$ cat src/shared/readout_pkg.sv
// constants and types for the analog input readout block
//
// Summary of operation
// - input span maps to codes 80d2 through 7f2e, symmetric about zero.
// - negative inputs are two's-complement; sample msb is the sign.
// - sample sits in bits 31:16; inputs 0, 1, 4, 5 group one, 2, 3, 6, 7 group two.
// - inputs 0, 1, 4, 5 convert at each phase clock rising edge.
// - inputs 2, 3, 6, 7 convert at each phase clock falling edge.
// - control, strobe, header count, delay reset to capture values.
// - no sign conversion, io control 0, polarity 0, direction 0000ffff.
// - input n filter cut-off from output bits 2n+1:2n, 00 is 3.2 kHz.
// - filter fields fill output bits 15:0; input 7 uses bits 15:14.
// - register bank index comes from a 16-position rotary switch.
package readout_pkg;
  localparam int ADDR_W   = 8;
  localparam int DATA_W   = 32;
  localparam int NUM_IN   = 8;
  localparam int LANES    = 4;
  localparam int SMP_W    = 16;
  localparam int DIV_W    = 4;
  localparam int HDR_W    = 5;
  localparam int BANK_W   = 4;
  localparam int FRAME_W  = 24;
  localparam int FIFO_DEP = 16;

  localparam logic [15:0] CODE_MIN = 16'h80d2;
  localparam logic [15:0] CODE_MAX = 16'h7f2e;

  localparam logic [7:0] OFF_SAMPLE0 = 8'h00;
  localparam logic [7:0] OFF_OUT_WORD = 8'h20;
  localparam logic [7:0] OFF_DIV     = 8'h24;
  localparam logic [7:0] OFF_CTRL    = 8'h28;
  localparam logic [7:0] OFF_DELAY   = 8'h2c;
  localparam logic [7:0] OFF_HDR     = 8'h30;
  localparam logic [7:0] OFF_STROBE  = 8'h34;
  localparam logic [7:0] OFF_UTOS    = 8'h38;
  localparam logic [7:0] OFF_GCTL    = 8'h3c;
  localparam logic [7:0] OFF_DIR     = 8'h40;
  localparam logic [7:0] OFF_POL     = 8'h44;
  localparam logic [7:0] OFF_STATUS  = 8'h48;

  localparam logic [DIV_W-1:0]   RST_DIV    = 4'h5;
  localparam logic [31:0]        RST_CTRL   = 32'hfffffc01;
  localparam logic [HDR_W-1:0]   RST_DELAY  = 5'h00;
  localparam logic [HDR_W-1:0]   RST_HDR    = 5'h01;
  localparam logic [FRAME_W-1:0] RST_STROBE = 24'hfffffc;
  localparam logic [31:0]        RST_DIR    = 32'h0000ffff;
  localparam logic [31:0]        RST_ZERO   = 32'h00000000;

  localparam int CTRL_EN_BIT = 0;
  localparam int ST_BANK_LSB = 8;
  localparam int ST_LVL_LSB  = 12;

  typedef enum logic [1:0] {
    RX_IDLE  = 2'b00,
    RX_SHIFT = 2'b01,
    RX_DONE  = 2'b11
  } rx_state_t;
endpackage

$ cat src/sample_fifo.sv
// sample fifo between conversion results and readout registers
`timescale 1ns/1ps
module sample_fifo #(
  parameter int WIDTH = 19,
  parameter int DEPTH = readout_pkg::FIFO_DEP
) (
  input  wire logic                   clock,
  input  wire logic                   rst,
  input  wire logic                   in_valid,
  output logic                        in_ready,
  input  wire logic [WIDTH-1:0]       in_data,
  output logic                        out_valid,
  input  wire logic                   out_ready,
  output logic [WIDTH-1:0]            out_data,
  output logic [$clog2(DEPTH):0]      level
);
  import readout_pkg::*;
  localparam int PW = $clog2(DEPTH);
  logic [WIDTH-1:0] mem [DEPTH];
  logic [PW:0]      wr_q;
  logic [PW:0]      rd_q;
  wire push = in_valid && in_ready;
  wire pop  = out_valid && out_ready;
  assign level     = wr_q - rd_q;
  assign in_ready  = level != (PW+1)'(DEPTH);
  assign out_valid = level != '0;
  assign out_data  = mem[rd_q[PW-1:0]];

  always_ff @(posedge clock) begin
    if (push) begin
      mem[wr_q[PW-1:0]] <= in_data;
    end
  end

  always_ff @(posedge clock or posedge rst) begin
    if (rst) begin
      wr_q <= '0;
      rd_q <= '0;
    end else begin
      wr_q <= wr_q + (PW+1)'(push);
      rd_q <= rd_q + (PW+1)'(pop);
    end
  end
endmodule // sample_fifo

$ cat src/serial_capture.sv
// serial frame capture from one group of converters
`timescale 1ns/1ps
module serial_capture #(
  parameter int LANES = readout_pkg::LANES,
  parameter int BITS  = readout_pkg::FRAME_W
) (
  input  wire logic                          clock,
  input  wire logic                          rst,
  input  wire logic                          start,
  input  wire logic [readout_pkg::DIV_W-1:0] divider,
  input  wire logic [readout_pkg::HDR_W-1:0] first_bit,
  input  wire logic [BITS-1:0]               pattern,
  input  wire logic [LANES-1:0]              sdi,
  output logic                               sclk,
  output logic                               strobe,
  output logic                               busy,
  output logic                               done,
  output logic [LANES*16-1:0]                code
);
  import readout_pkg::*;
  rx_state_t        state_q;
  logic [DIV_W-1:0] div_q;
  logic [HDR_W-1:0] bit_q;
  logic             sclk_q;
  logic [LANES*16-1:0] code_q;

  wire [DIV_W-1:0] div_last = (divider == '0) ? '0 : divider - 1'b1;
  wire tick      = div_q >= div_last;
  wire rise_tick = (state_q == RX_SHIFT) && tick && !sclk_q;
  wire last_bit  = bit_q == HDR_W'(BITS-1);
  wire in_word   = (bit_q >= first_bit) &&
                   ({1'b0, bit_q} < {1'b0, first_bit} + 6'd16);

  assign busy   = state_q != RX_IDLE;
  assign done   = state_q == RX_DONE;
  assign sclk   = sclk_q;
  assign code   = code_q;
  assign strobe = (state_q == RX_SHIFT) &&
                  pattern[HDR_W'(BITS-1) - bit_q];

  always_ff @(posedge clock or posedge rst) begin
    if (rst) begin
      state_q <= RX_IDLE;
      div_q   <= '0;
      bit_q   <= '0;
      sclk_q  <= 1'b0;
    end else begin
      case (state_q)
        RX_IDLE: begin
          div_q  <= '0;
          bit_q  <= '0;
          sclk_q <= 1'b0;
          if (start) begin
            state_q <= RX_SHIFT;
          end
        end
        RX_SHIFT: begin
          div_q <= tick ? '0 : div_q + 1'b1;
          if (tick) begin
            sclk_q <= !sclk_q;
          end
          if (rise_tick) begin
            bit_q <= bit_q + 1'b1;
            if (last_bit) begin
              state_q <= RX_DONE;
            end
          end
        end
        default: begin
          sclk_q  <= 1'b0;
          state_q <= RX_IDLE;
        end
      endcase
    end
  end

  always_ff @(posedge clock or posedge rst) begin
    if (rst) begin
      code_q <= '0;
    end else if (rise_tick && in_word) begin
      for (int l = 0; l < LANES; l++) begin
        code_q[l*16 +: 16] <= {code_q[l*16 +: 15], sdi[l]};
      end
    end
  end

  frame_bound_a: assert property (@(posedge clock) disable iff (rst)
    (state_q == RX_IDLE) && start && (divider == 4'h5)
      |-> ##236 done)
    else $error("capture frame length wrong for divider 5");
endmodule // serial_capture

$ cat src/analog_input_readout.sv
// analog input readout: conversion timing, samples, filter outputs
`timescale 1ns/1ps
module analog_input_readout (
  input  wire logic                           clock,
  input  wire logic                           rst,
  input  wire logic [readout_pkg::ADDR_W-1:0] addr,
  input  wire logic [readout_pkg::DATA_W-1:0] wdata,
  input  wire logic                           wr_stb,
  input  wire logic                           rd_stb,
  output logic [readout_pkg::DATA_W-1:0]      rdata,
  input  wire logic [readout_pkg::BANK_W-1:0] bus_bank,
  input  wire logic [readout_pkg::BANK_W-1:0] bank_switch,
  input  wire logic                           phase_clk,
  input  wire logic [readout_pkg::LANES-1:0]  sdi_rise,
  input  wire logic [readout_pkg::LANES-1:0]  sdi_fall,
  output logic                                sclk_rise,
  output logic                                sclk_fall,
  output logic                                strobe_rise,
  output logic                                strobe_fall,
  output logic [15:0]                         filter_sel,
  output logic [31:0]                         gpio_out,
  output logic [31:0]                         gpio_oe
);
  import readout_pkg::*;

  // ---------------------------------------------------------------
  // helpers
  // ---------------------------------------------------------------
  function automatic logic [15:0] to_sample(input logic [15:0] raw,
                                            input logic uts);
    logic signed [15:0] s;
    s = uts ? {~raw[15], raw[14:0]} : raw;
    if (s < $signed(CODE_MIN)) begin
      to_sample = CODE_MIN;
    end else if (s > $signed(CODE_MAX)) begin
      to_sample = CODE_MAX;
    end else begin
      to_sample = s;
    end
  endfunction

  // lane l of group g (0 rising, 1 falling) to input number
  function automatic logic [2:0] lane_input(input int g, input int l);
    logic [1:0] lb;
    lb = 2'(l);
    lane_input = {lb[1], 1'(g), lb[0]};
  endfunction

  function automatic logic [2:0] first_set(input logic [7:0] v);
    first_set = '0;
    for (int i = NUM_IN - 1; i >= 0; i--) begin
      if (v[i]) begin
        first_set = 3'(i);
      end
    end
  endfunction

  // ---------------------------------------------------------------
  // registers
  // ---------------------------------------------------------------
  logic [31:0]          out_word_q;
  logic [DIV_W-1:0]     div_q;
  logic [31:0]          ctrl_q;
  logic [HDR_W-1:0]     delay_q;
  logic [HDR_W-1:0]     hdr_q;
  logic [FRAME_W-1:0]   strobe_q;
  logic                 uts_q;
  logic [31:0]          gctl_q;
  logic [31:0]          dir_q;
  logic [31:0]          pol_q;
  logic [7:0]           overrun_q;
  logic [BANK_W-1:0]    bank_q;
  logic                 strap_taken_q;
  logic [31:0]          rdata_q;
  logic                 phase_q;
  logic [15:0]          filter_q;
  logic [31:0]          gpio_out_q;
  logic [31:0]          gpio_oe_q;
  logic [NUM_IN-1:0][15:0] sample_q;
  logic [NUM_IN-1:0]    pend_q;
  logic [NUM_IN-1:0][15:0] pend_code_q;

  // ---------------------------------------------------------------
  // address decode
  // ---------------------------------------------------------------
  wire       hit      = bus_bank == bank_q;
  wire       wr_hit   = wr_stb && hit;
  wire       rd_hit   = rd_stb && hit;
  wire       is_smp   = (addr[7:5] == 3'b000) && (addr[1:0] == 2'b00);
  wire [2:0] smp_idx  = addr[4:2];
  wire       wr_out   = wr_hit && (addr == OFF_OUT_WORD);
  wire       wr_div   = wr_hit && (addr == OFF_DIV);
  wire       wr_ctrl  = wr_hit && (addr == OFF_CTRL);
  wire       wr_delay = wr_hit && (addr == OFF_DELAY);
  wire       wr_hdr   = wr_hit && (addr == OFF_HDR);
  wire       wr_strb  = wr_hit && (addr == OFF_STROBE);
  wire       wr_uts   = wr_hit && (addr == OFF_UTOS);
  wire       wr_gctl  = wr_hit && (addr == OFF_GCTL);
  wire       wr_dir   = wr_hit && (addr == OFF_DIR);
  wire       wr_pol   = wr_hit && (addr == OFF_POL);
  wire       wr_stat  = wr_hit && (addr == OFF_STATUS);
  wire [15:0] rd_smp  = sample_q[smp_idx];

  // ---------------------------------------------------------------
  // conversion timing
  // ---------------------------------------------------------------
  wire conv_en    = ctrl_q[CTRL_EN_BIT];
  // edges ignored until phase_q has sampled the pin once after reset
  wire phase_rise = strap_taken_q && phase_clk && !phase_q;
  wire phase_fall = strap_taken_q && !phase_clk && phase_q;
  wire [1:0]  grp_busy;
  wire [1:0]  grp_done;
  wire [63:0] grp_code [2];
  wire [HDR_W-1:0] first_bit = hdr_q + delay_q;

  serial_capture #(.LANES(LANES), .BITS(FRAME_W)) rise_cap (
    .clock    (clock),
    .rst      (rst),
    .start    (phase_rise && conv_en),
    .divider  (div_q),
    .first_bit(first_bit),
    .pattern  (strobe_q),
    .sdi      (sdi_rise),
    .sclk     (sclk_rise),
    .strobe   (strobe_rise),
    .busy     (grp_busy[0]),
    .done     (grp_done[0]),
    .code     (grp_code[0])
  );

  serial_capture #(.LANES(LANES), .BITS(FRAME_W)) fall_cap (
    .clock    (clock),
    .rst      (rst),
    .start    (phase_fall && conv_en),
    .divider  (div_q),
    .first_bit(first_bit),
    .pattern  (strobe_q),
    .sdi      (sdi_fall),
    .sclk     (sclk_fall),
    .strobe   (strobe_fall),
    .busy     (grp_busy[1]),
    .done     (grp_done[1]),
    .code     (grp_code[1])
  );

  // ---------------------------------------------------------------
  // pending results and fifo push
  // ---------------------------------------------------------------
  logic [NUM_IN-1:0]       pend_set;
  logic [NUM_IN-1:0][15:0] new_code;

  always_comb begin
    pend_set = '0;
    new_code = pend_code_q;
    for (int g = 0; g < 2; g++) begin
      for (int l = 0; l < LANES; l++) begin
        if (grp_done[g]) begin
          pend_set[lane_input(g, l)] = 1'b1;
          new_code[lane_input(g, l)] =
            to_sample(grp_code[g][l*16 +: 16], uts_q);
        end
      end
    end
  end

  wire [2:0]  push_idx   = first_set(pend_q);
  wire        push_valid = |pend_q;
  wire        push_ready;
  wire        push_fire  = push_valid && push_ready;
  wire [15:0] push_code  = pend_code_q[push_idx];
  wire [NUM_IN-1:0] pend_clr =
    push_fire ? (NUM_IN'(1) << push_idx) : '0;
  // a fresh sample wins over the clear of the one just pushed
  wire [NUM_IN-1:0] pend_d = (pend_q & ~pend_clr) | pend_set;
  wire [NUM_IN-1:0] lost   = pend_set & pend_q & ~pend_clr;

  // ---------------------------------------------------------------
  // fifo and readout update
  // ---------------------------------------------------------------
  wire        drain_valid;
  wire        drain_ready = !rd_stb;
  wire [18:0] drain_data;
  wire        drain_fire  = drain_valid && drain_ready;
  wire [$clog2(FIFO_DEP):0] fifo_level;

  sample_fifo #(.WIDTH(19), .DEPTH(FIFO_DEP)) fifo (
    .clock    (clock),
    .rst      (rst),
    .in_valid (push_valid),
    .in_ready (push_ready),
    .in_data  ({push_idx, push_code}),
    .out_valid(drain_valid),
    .out_ready(drain_ready),
    .out_data (drain_data),
    .level    (fifo_level)
  );

  always_ff @(posedge clock or posedge rst) begin
    if (rst) begin
      sample_q <= '0;
    end else if (drain_fire) begin
      sample_q[drain_data[18:16]] <= drain_data[15:0];
    end
  end

  always_ff @(posedge clock or posedge rst) begin
    if (rst) begin
      pend_q      <= '0;
      pend_code_q <= '0;
      phase_q     <= 1'b0;
    end else begin
      pend_q      <= pend_d;
      pend_code_q <= new_code;
      phase_q     <= phase_clk;
    end
  end

  // ---------------------------------------------------------------
  // control registers
  // ---------------------------------------------------------------
  always_ff @(posedge clock or posedge rst) begin
    if (rst) begin
      out_word_q <= RST_ZERO;
      div_q      <= RST_DIV;
      ctrl_q     <= RST_CTRL;
      delay_q    <= RST_DELAY;
      hdr_q      <= RST_HDR;
      strobe_q   <= RST_STROBE;
      uts_q      <= 1'b0;
      gctl_q     <= RST_ZERO;
      dir_q      <= RST_DIR;
      pol_q      <= RST_ZERO;
    end else begin
      if (wr_out)   out_word_q <= wdata;
      if (wr_div)   div_q      <= wdata[DIV_W-1:0];
      if (wr_ctrl)  ctrl_q     <= wdata;
      if (wr_delay) delay_q    <= wdata[HDR_W-1:0];
      if (wr_hdr)   hdr_q      <= wdata[HDR_W-1:0];
      if (wr_strb)  strobe_q   <= wdata[FRAME_W-1:0];
      if (wr_uts)   uts_q      <= wdata[0];
      if (wr_gctl)  gctl_q     <= wdata;
      if (wr_dir)   dir_q      <= wdata;
      if (wr_pol)   pol_q      <= wdata;
    end
  end

  // overrun flags: write one to clear, a new loss wins
  always_ff @(posedge clock or posedge rst) begin
    if (rst) begin
      overrun_q <= '0;
    end else begin
      overrun_q <= (overrun_q & ~(wr_stat ? wdata[7:0] : 8'h00)) | lost;
    end
  end

  // switch caught once after reset release
  always_ff @(posedge clock or posedge rst) begin
    if (rst) begin
      bank_q        <= '0;
      strap_taken_q <= 1'b0;
    end else if (!strap_taken_q) begin
      bank_q        <= bank_switch;
      strap_taken_q <= 1'b1;
    end
  end

  // ---------------------------------------------------------------
  // output pins
  // ---------------------------------------------------------------
  wire [31:0] pin_val = (out_word_q ^ pol_q) & dir_q;

  always_ff @(posedge clock or posedge rst) begin
    if (rst) begin
      filter_q   <= '0;
      gpio_out_q <= '0;
      gpio_oe_q  <= '0;
    end else begin
      filter_q   <= pin_val[15:0];
      gpio_out_q <= pin_val;
      gpio_oe_q  <= dir_q;
    end
  end

  assign filter_sel = filter_q;
  assign gpio_out   = gpio_out_q;
  assign gpio_oe    = gpio_oe_q;

  // ---------------------------------------------------------------
  // read path
  // ---------------------------------------------------------------
  logic [31:0] rd_val;
  always_comb begin
    rd_val = '0;
    if (is_smp) begin
      rd_val = {rd_smp, 16'h0000};
    end else begin
      case (addr)
        OFF_OUT_WORD: rd_val = out_word_q;
        OFF_DIV:      rd_val = 32'(div_q);
        OFF_CTRL:     rd_val = ctrl_q;
        OFF_DELAY:    rd_val = 32'(delay_q);
        OFF_HDR:      rd_val = 32'(hdr_q);
        OFF_STROBE:   rd_val = 32'(strobe_q);
        OFF_UTOS:     rd_val = 32'(uts_q);
        OFF_GCTL:     rd_val = gctl_q;
        OFF_DIR:      rd_val = dir_q;
        OFF_POL:      rd_val = pol_q;
        OFF_STATUS: begin
          rd_val[7:0] = overrun_q;
          rd_val[ST_BANK_LSB +: BANK_W] = bank_q;
          rd_val[ST_LVL_LSB +: 5] = fifo_level;
        end
        default:      rd_val = '0;
      endcase
    end
  end

  always_ff @(posedge clock or posedge rst) begin
    if (rst) begin
      rdata_q <= '0;
    end else begin
      rdata_q <= rd_hit ? rd_val : '0;
    end
  end

  assign rdata = rdata_q;

  // ---------------------------------------------------------------
  // checks
  // ---------------------------------------------------------------
  code_range_a: assert property (@(posedge clock) disable iff (rst)
    push_fire |-> ($signed(push_code) >= $signed(CODE_MIN)) &&
                  ($signed(push_code) <= $signed(CODE_MAX)))
    else $error("sample outside symmetric code span");

  sign_kept_a: assert property (@(posedge clock) disable iff (rst)
    grp_done[0] && !uts_q |=>
      pend_q[0] && (pend_code_q[0][15] == $past(grp_code[0][15])))
    else $error("sample sign bit not kept");

  readout_word_a: assert property (@(posedge clock) disable iff (rst)
    rd_hit && is_smp |=>
      (rdata[15:0] == 16'h0000) && (rdata[31:16] == $past(rd_smp)))
    else $error("sample not in upper half of readout");

  rise_start_a: assert property (@(posedge clock) disable iff (rst)
    phase_rise && conv_en && !grp_busy[0] && !grp_busy[1]
      |=> grp_busy[0] && !grp_busy[1])
    else $error("rising edge did not start first group only");

  fall_start_a: assert property (@(posedge clock) disable iff (rst)
    phase_fall && conv_en && !grp_busy[1] && !grp_busy[0]
      |=> grp_busy[1] && !grp_busy[0])
    else $error("falling edge did not start second group only");

  div_reset_a: assert property (@(posedge clock)
    $fell(rst) |-> (div_q == 4'h5))
    else $error("divider reset value wrong");

  ctrl_reset_a: assert property (@(posedge clock)
    $fell(rst) |-> (ctrl_q == 32'hfffffc01) && (hdr_q == 5'h01) &&
                   (strobe_q == 24'hfffffc) && (delay_q == 5'h00))
    else $error("capture settings reset values wrong");

  dir_reset_a: assert property (@(posedge clock)
    $fell(rst) |-> (dir_q == 32'h0000ffff) && (pol_q == 32'h0) &&
                   (gctl_q == 32'h0) && !uts_q)
    else $error("io settings reset values wrong");

  filter_out_a: assert property (@(posedge clock) disable iff (rst)
    wr_out && (pol_q == 32'h0) && (dir_q[15:0] == 16'hffff)
      |=> ##1 filter_sel == $past(wdata[15:0], 2))
    else $error("filter select pins do not follow output word");

  bank_miss_a: assert property (@(posedge clock) disable iff (rst)
    rd_stb && !hit |=> rdata == 32'h0)
    else $error("other bank read returned data");

  sample_hold_a: assert property (@(posedge clock) disable iff (rst)
    !drain_fire |=> $stable(sample_q))
    else $error("readout changed without new sample");
endmodule // analog_input_readout

$ cat config.mk
export PLATFORM = sky130hd
export DESIGN_NAME = analog_input_readout
export DESIGN_NICKNAME = d
export VERILOG_FILES = /design/src/shared/readout_pkg.sv /design/src/sample_fifo.sv /design/src/serial_capture.sv /design/src/analog_input_readout.sv
export SDC_FILE = /design/constraint.sdc
export NUM_CORES = 2
export LEC_CHECK = 0
export ABC_AREA = 1
export BUFFER_PORTS_ARGS = -buffer_cell sky130_fd_sc_hd__buf_2
export CAP_MARGIN = 20
export CORE_AREA = 4 4 272 274
export DETAILED_ROUTE_END_ITERATION = 6
export DIE_AREA = 0 0 276 278
export HOLD_SLACK_MARGIN = 0.03
export PLACE_DENSITY = 0.84
export REMOVE_ABC_BUFFERS = 1
export SLEW_MARGIN = 20
export SYNTH_ARGS = -nofsm -noshare
export SYNTH_HDL_FRONTEND = slang
export SYNTH_SLANG_ARGS = --single-unit
$ cat constraint.sdc
create_clock -name clock -period 43 [get_ports clock]
set_input_delay 12.9 -clock clock [delete_from_list [all_inputs] [get_ports clock]]
set_output_delay 12.9 -clock clock [all_outputs]
set_load 0.03 [all_outputs]
==> metrics.txt <==
status complete, but fails checks; failing checks DRC; antenna viol nets, final 0; antenna violations before repair 4; die area 76700 um^2; clk sinks 1039; core area 71400 um^2; PD cells 52.3 nW/um^2; CP endpoint kind flop; first-pass GRT wire length 201000 um; library cells used by synthesis 59; unrepaired setup endpoints after global routing false; Filler Cell Count 4998; critical path's slowest cell nor2_2; Design Power 2660 uW; Die Wd 276 um; critical-path maximum fanout 39; wire per inst 20.7 um; CTS tree done; vias in the first global route 36547; Post-synth ARST share 70.7%; Final period util 36.6%; worst path required time 43.57 ns; Synth Register Bits 1039; Via Count 37658; Post CTS Setup Buffer Count 0; I/O pins 177; Clock transition at path regs 0.07 ns; Hold Vio Cnt, Final 0; cells along the critical path buf_2, inv_2, nand3_1, nor2_2, inv_2, nor2_4, buf_4, nand2_1, o21ai_0; final critical-path required period 15.76 ns; instance count of the mapped netlist 5024; CP startpoint kind input port; CTS Buf Count 104; I/O Buffers 176; Syn-to-layout area delta 10.6%; DRC Markers 2; CP max stage delay 0.73 ns; Worst Path Arrival 16.32 ns; DR pass1 iterations 7; worst min-delay path category flop to flop; Leak 0.0232 uW; setup TNS 0 ns; post_cts resized 0; Post-Syn Area 46000 um^2; Seq/Total Area, Yosys 60.0%; number of setup violations in the final report 0; commonest non-fill, non-tap cell in the layout nand2_1; Max Freq 63.5 MHz; Syn Area/Cell 9.16 um^2; cts hold-fix bufs 0; vias per std cell 6.13; max-slew violations 0; post-DP HPWL 78400 um; largest net degree at the start of global routing 190; Setup Crit Path Kind input port to flop; Die Y 278 um; row cnt 98; Final GP Congestion 0.898; most frequent cells in the layout nand2_1, dfrtp_1, o21ai_0, nand3_1, nor2_1; Primary FF master, synth dfrtp_1; warnings from Yosys 0; Hold Slack 0.397 ns; MaxCap Viol Count 0; GRT Overall Usage 32.7%; clock latency on the worst-skew pair 0.68 ns; H-tree depth 3; 1st-iter DRT viols 4718; final net count 5195; Worst Tran Pin Value 1.06 ns; Peak VDD IR 0.0000543 V; initial core utilization 64.5%; Critical Path Most Common Cell inv_2; routed wire length 127000 um; relative slew slack 28.9%; layout cell share with drive strength beyond 1 11.9%; global route overflow 0; EDFF count, synth 304; CTS root buf clkbuf_16; CTS max path bufs 3; post-route clock skew 0.0299 ns
-- per-layer routing --
metal | track usage, % | part of all wire, % | up-vias
met4 | 17.9 | 5.9 | 2
met2 | 52.7 | 47 | 2265
met3 | 5.73 | 9.8 | 458
met1 | 42.8 | 37 | 18083
met5 | 0 | 0.011 | -
li1 | - | - | 16850
-- worst max-delay path, delay by kind of cell --
kind / cells / cell delay, ns
simple gates: 4 / 1.58
compound gates: 1 / 0.15
buf+inv: 4 / 1.64
-- synth_stat cells, types with 10 or more instances --
cell type  count  area [um^2]
a21oi_1      158          791
buf_2         80          400
buf_4         46          345
clkbuf_1     126          473
dfrtp_1      671        16800
dfstp_2       64         1680
edfxtp_1     304         9130
ha_1          34          425
inv_1        317         1190
inv_2         13         48.8
nand2_1     1420         5330
nand3_1      430         2150
nand3_2       16          160
nand4_1       43          269
nor2_1       380         1430
nor2_2        10         62.6
nor3_1        47          235
nor4_1        12         75.1
o211ai_1      45          338
o21ai_0      494         2470
o21ai_1       29          145
o22a_1        10         87.6
o22ai_1       90          563
or2_2         48          300
xor2_1        18          158
-- worst paths after layout --
| path | startpoint | end | slack, ns | cells past startpoint |
|---|---|---|---|---|
| max | addr[4] | out_word_q[23] | 27.24 | 9 |
| min | dir_q[29] | gpio_oe[29] | 0.40 | 0 |
| max reg2reg | fifo.rd_q[2] | fifo.mem[15][0] | 38.03 | 11 |
| min reg2reg | dir_q[29] | gpio_oe[29] | 0.40 | 0 |
| max in group asynchronous | rst | gctl_q[23] | 27.28 | 6 |
| min in group asynchronous | rst | sample_q[3] | 12.33 | 2 |
-- flip-flops by register name, indices dropped and copies added, names as in the netlist, 32 cells and up --
register	cells
ctrl_q	32
dir_q	32
fall_cap.code	64
fifo.mem	304
gctl_q	32
gpio_oe	32
gpio_out	32
out_word_q	32
pend_code_q	128
pol_q	32
rdata	32
rise_cap.code	64
sample_q	128
-- metrics by stage --
step           setup slack (ns)  utilization [%]  instance area (um^2)  std cells
6_report                  27.24             71.4                 50900       6139
5_1_grt                   26.66             71.3                 50900       6137
4_1_cts                   26.77             71.3                 50900       6133
3_5_place_dp              26.07             66.4                 47400       5941
3_3_place_gp              26.10             66.4                 47400       5940
2_1_floorplan              9.58                -                 44700       4752
-- cell type report --
class                           count  area, um^2  area share, %
Timing Repair Buffer              240        1430           2.81
Multi-Input combinational cell   3378       16000           31.3
Clock buffer                      142        2960           5.81
Tap cell                          950        1190           2.33
Antenna cell                        5        12.5         0.0246
Inverter                          335        1270           2.49
Sequential cell                  1039       27600           54.2
Clock inverter                     50         500          0.983
-- power by group --
group,internal (uW),total (uW),switching (uW)
Combinational,159,596,438
Clock,535,917,382
Sequential,1090,1150,64.7
Total,1780,2660,885
-- logic make-up after synthesis --
logic type | after synthesis | share of synthesized area (%)
flip-flops | 1039 | 60.0
XOR/XNOR | 27 | 0.514
other | 1 | 0.00815
adder cells (fa/ha/maj) | 36 | 1.01
AO/OA/AOI/OAI | 883 | 10.5
multiplexers | 4 | 0.0979
buffers and inverters | 607 | 5.71
AND/OR/NAND/NOR | 2427 | 22.2
Note: power is estimated with default switching activity, not from simulation.
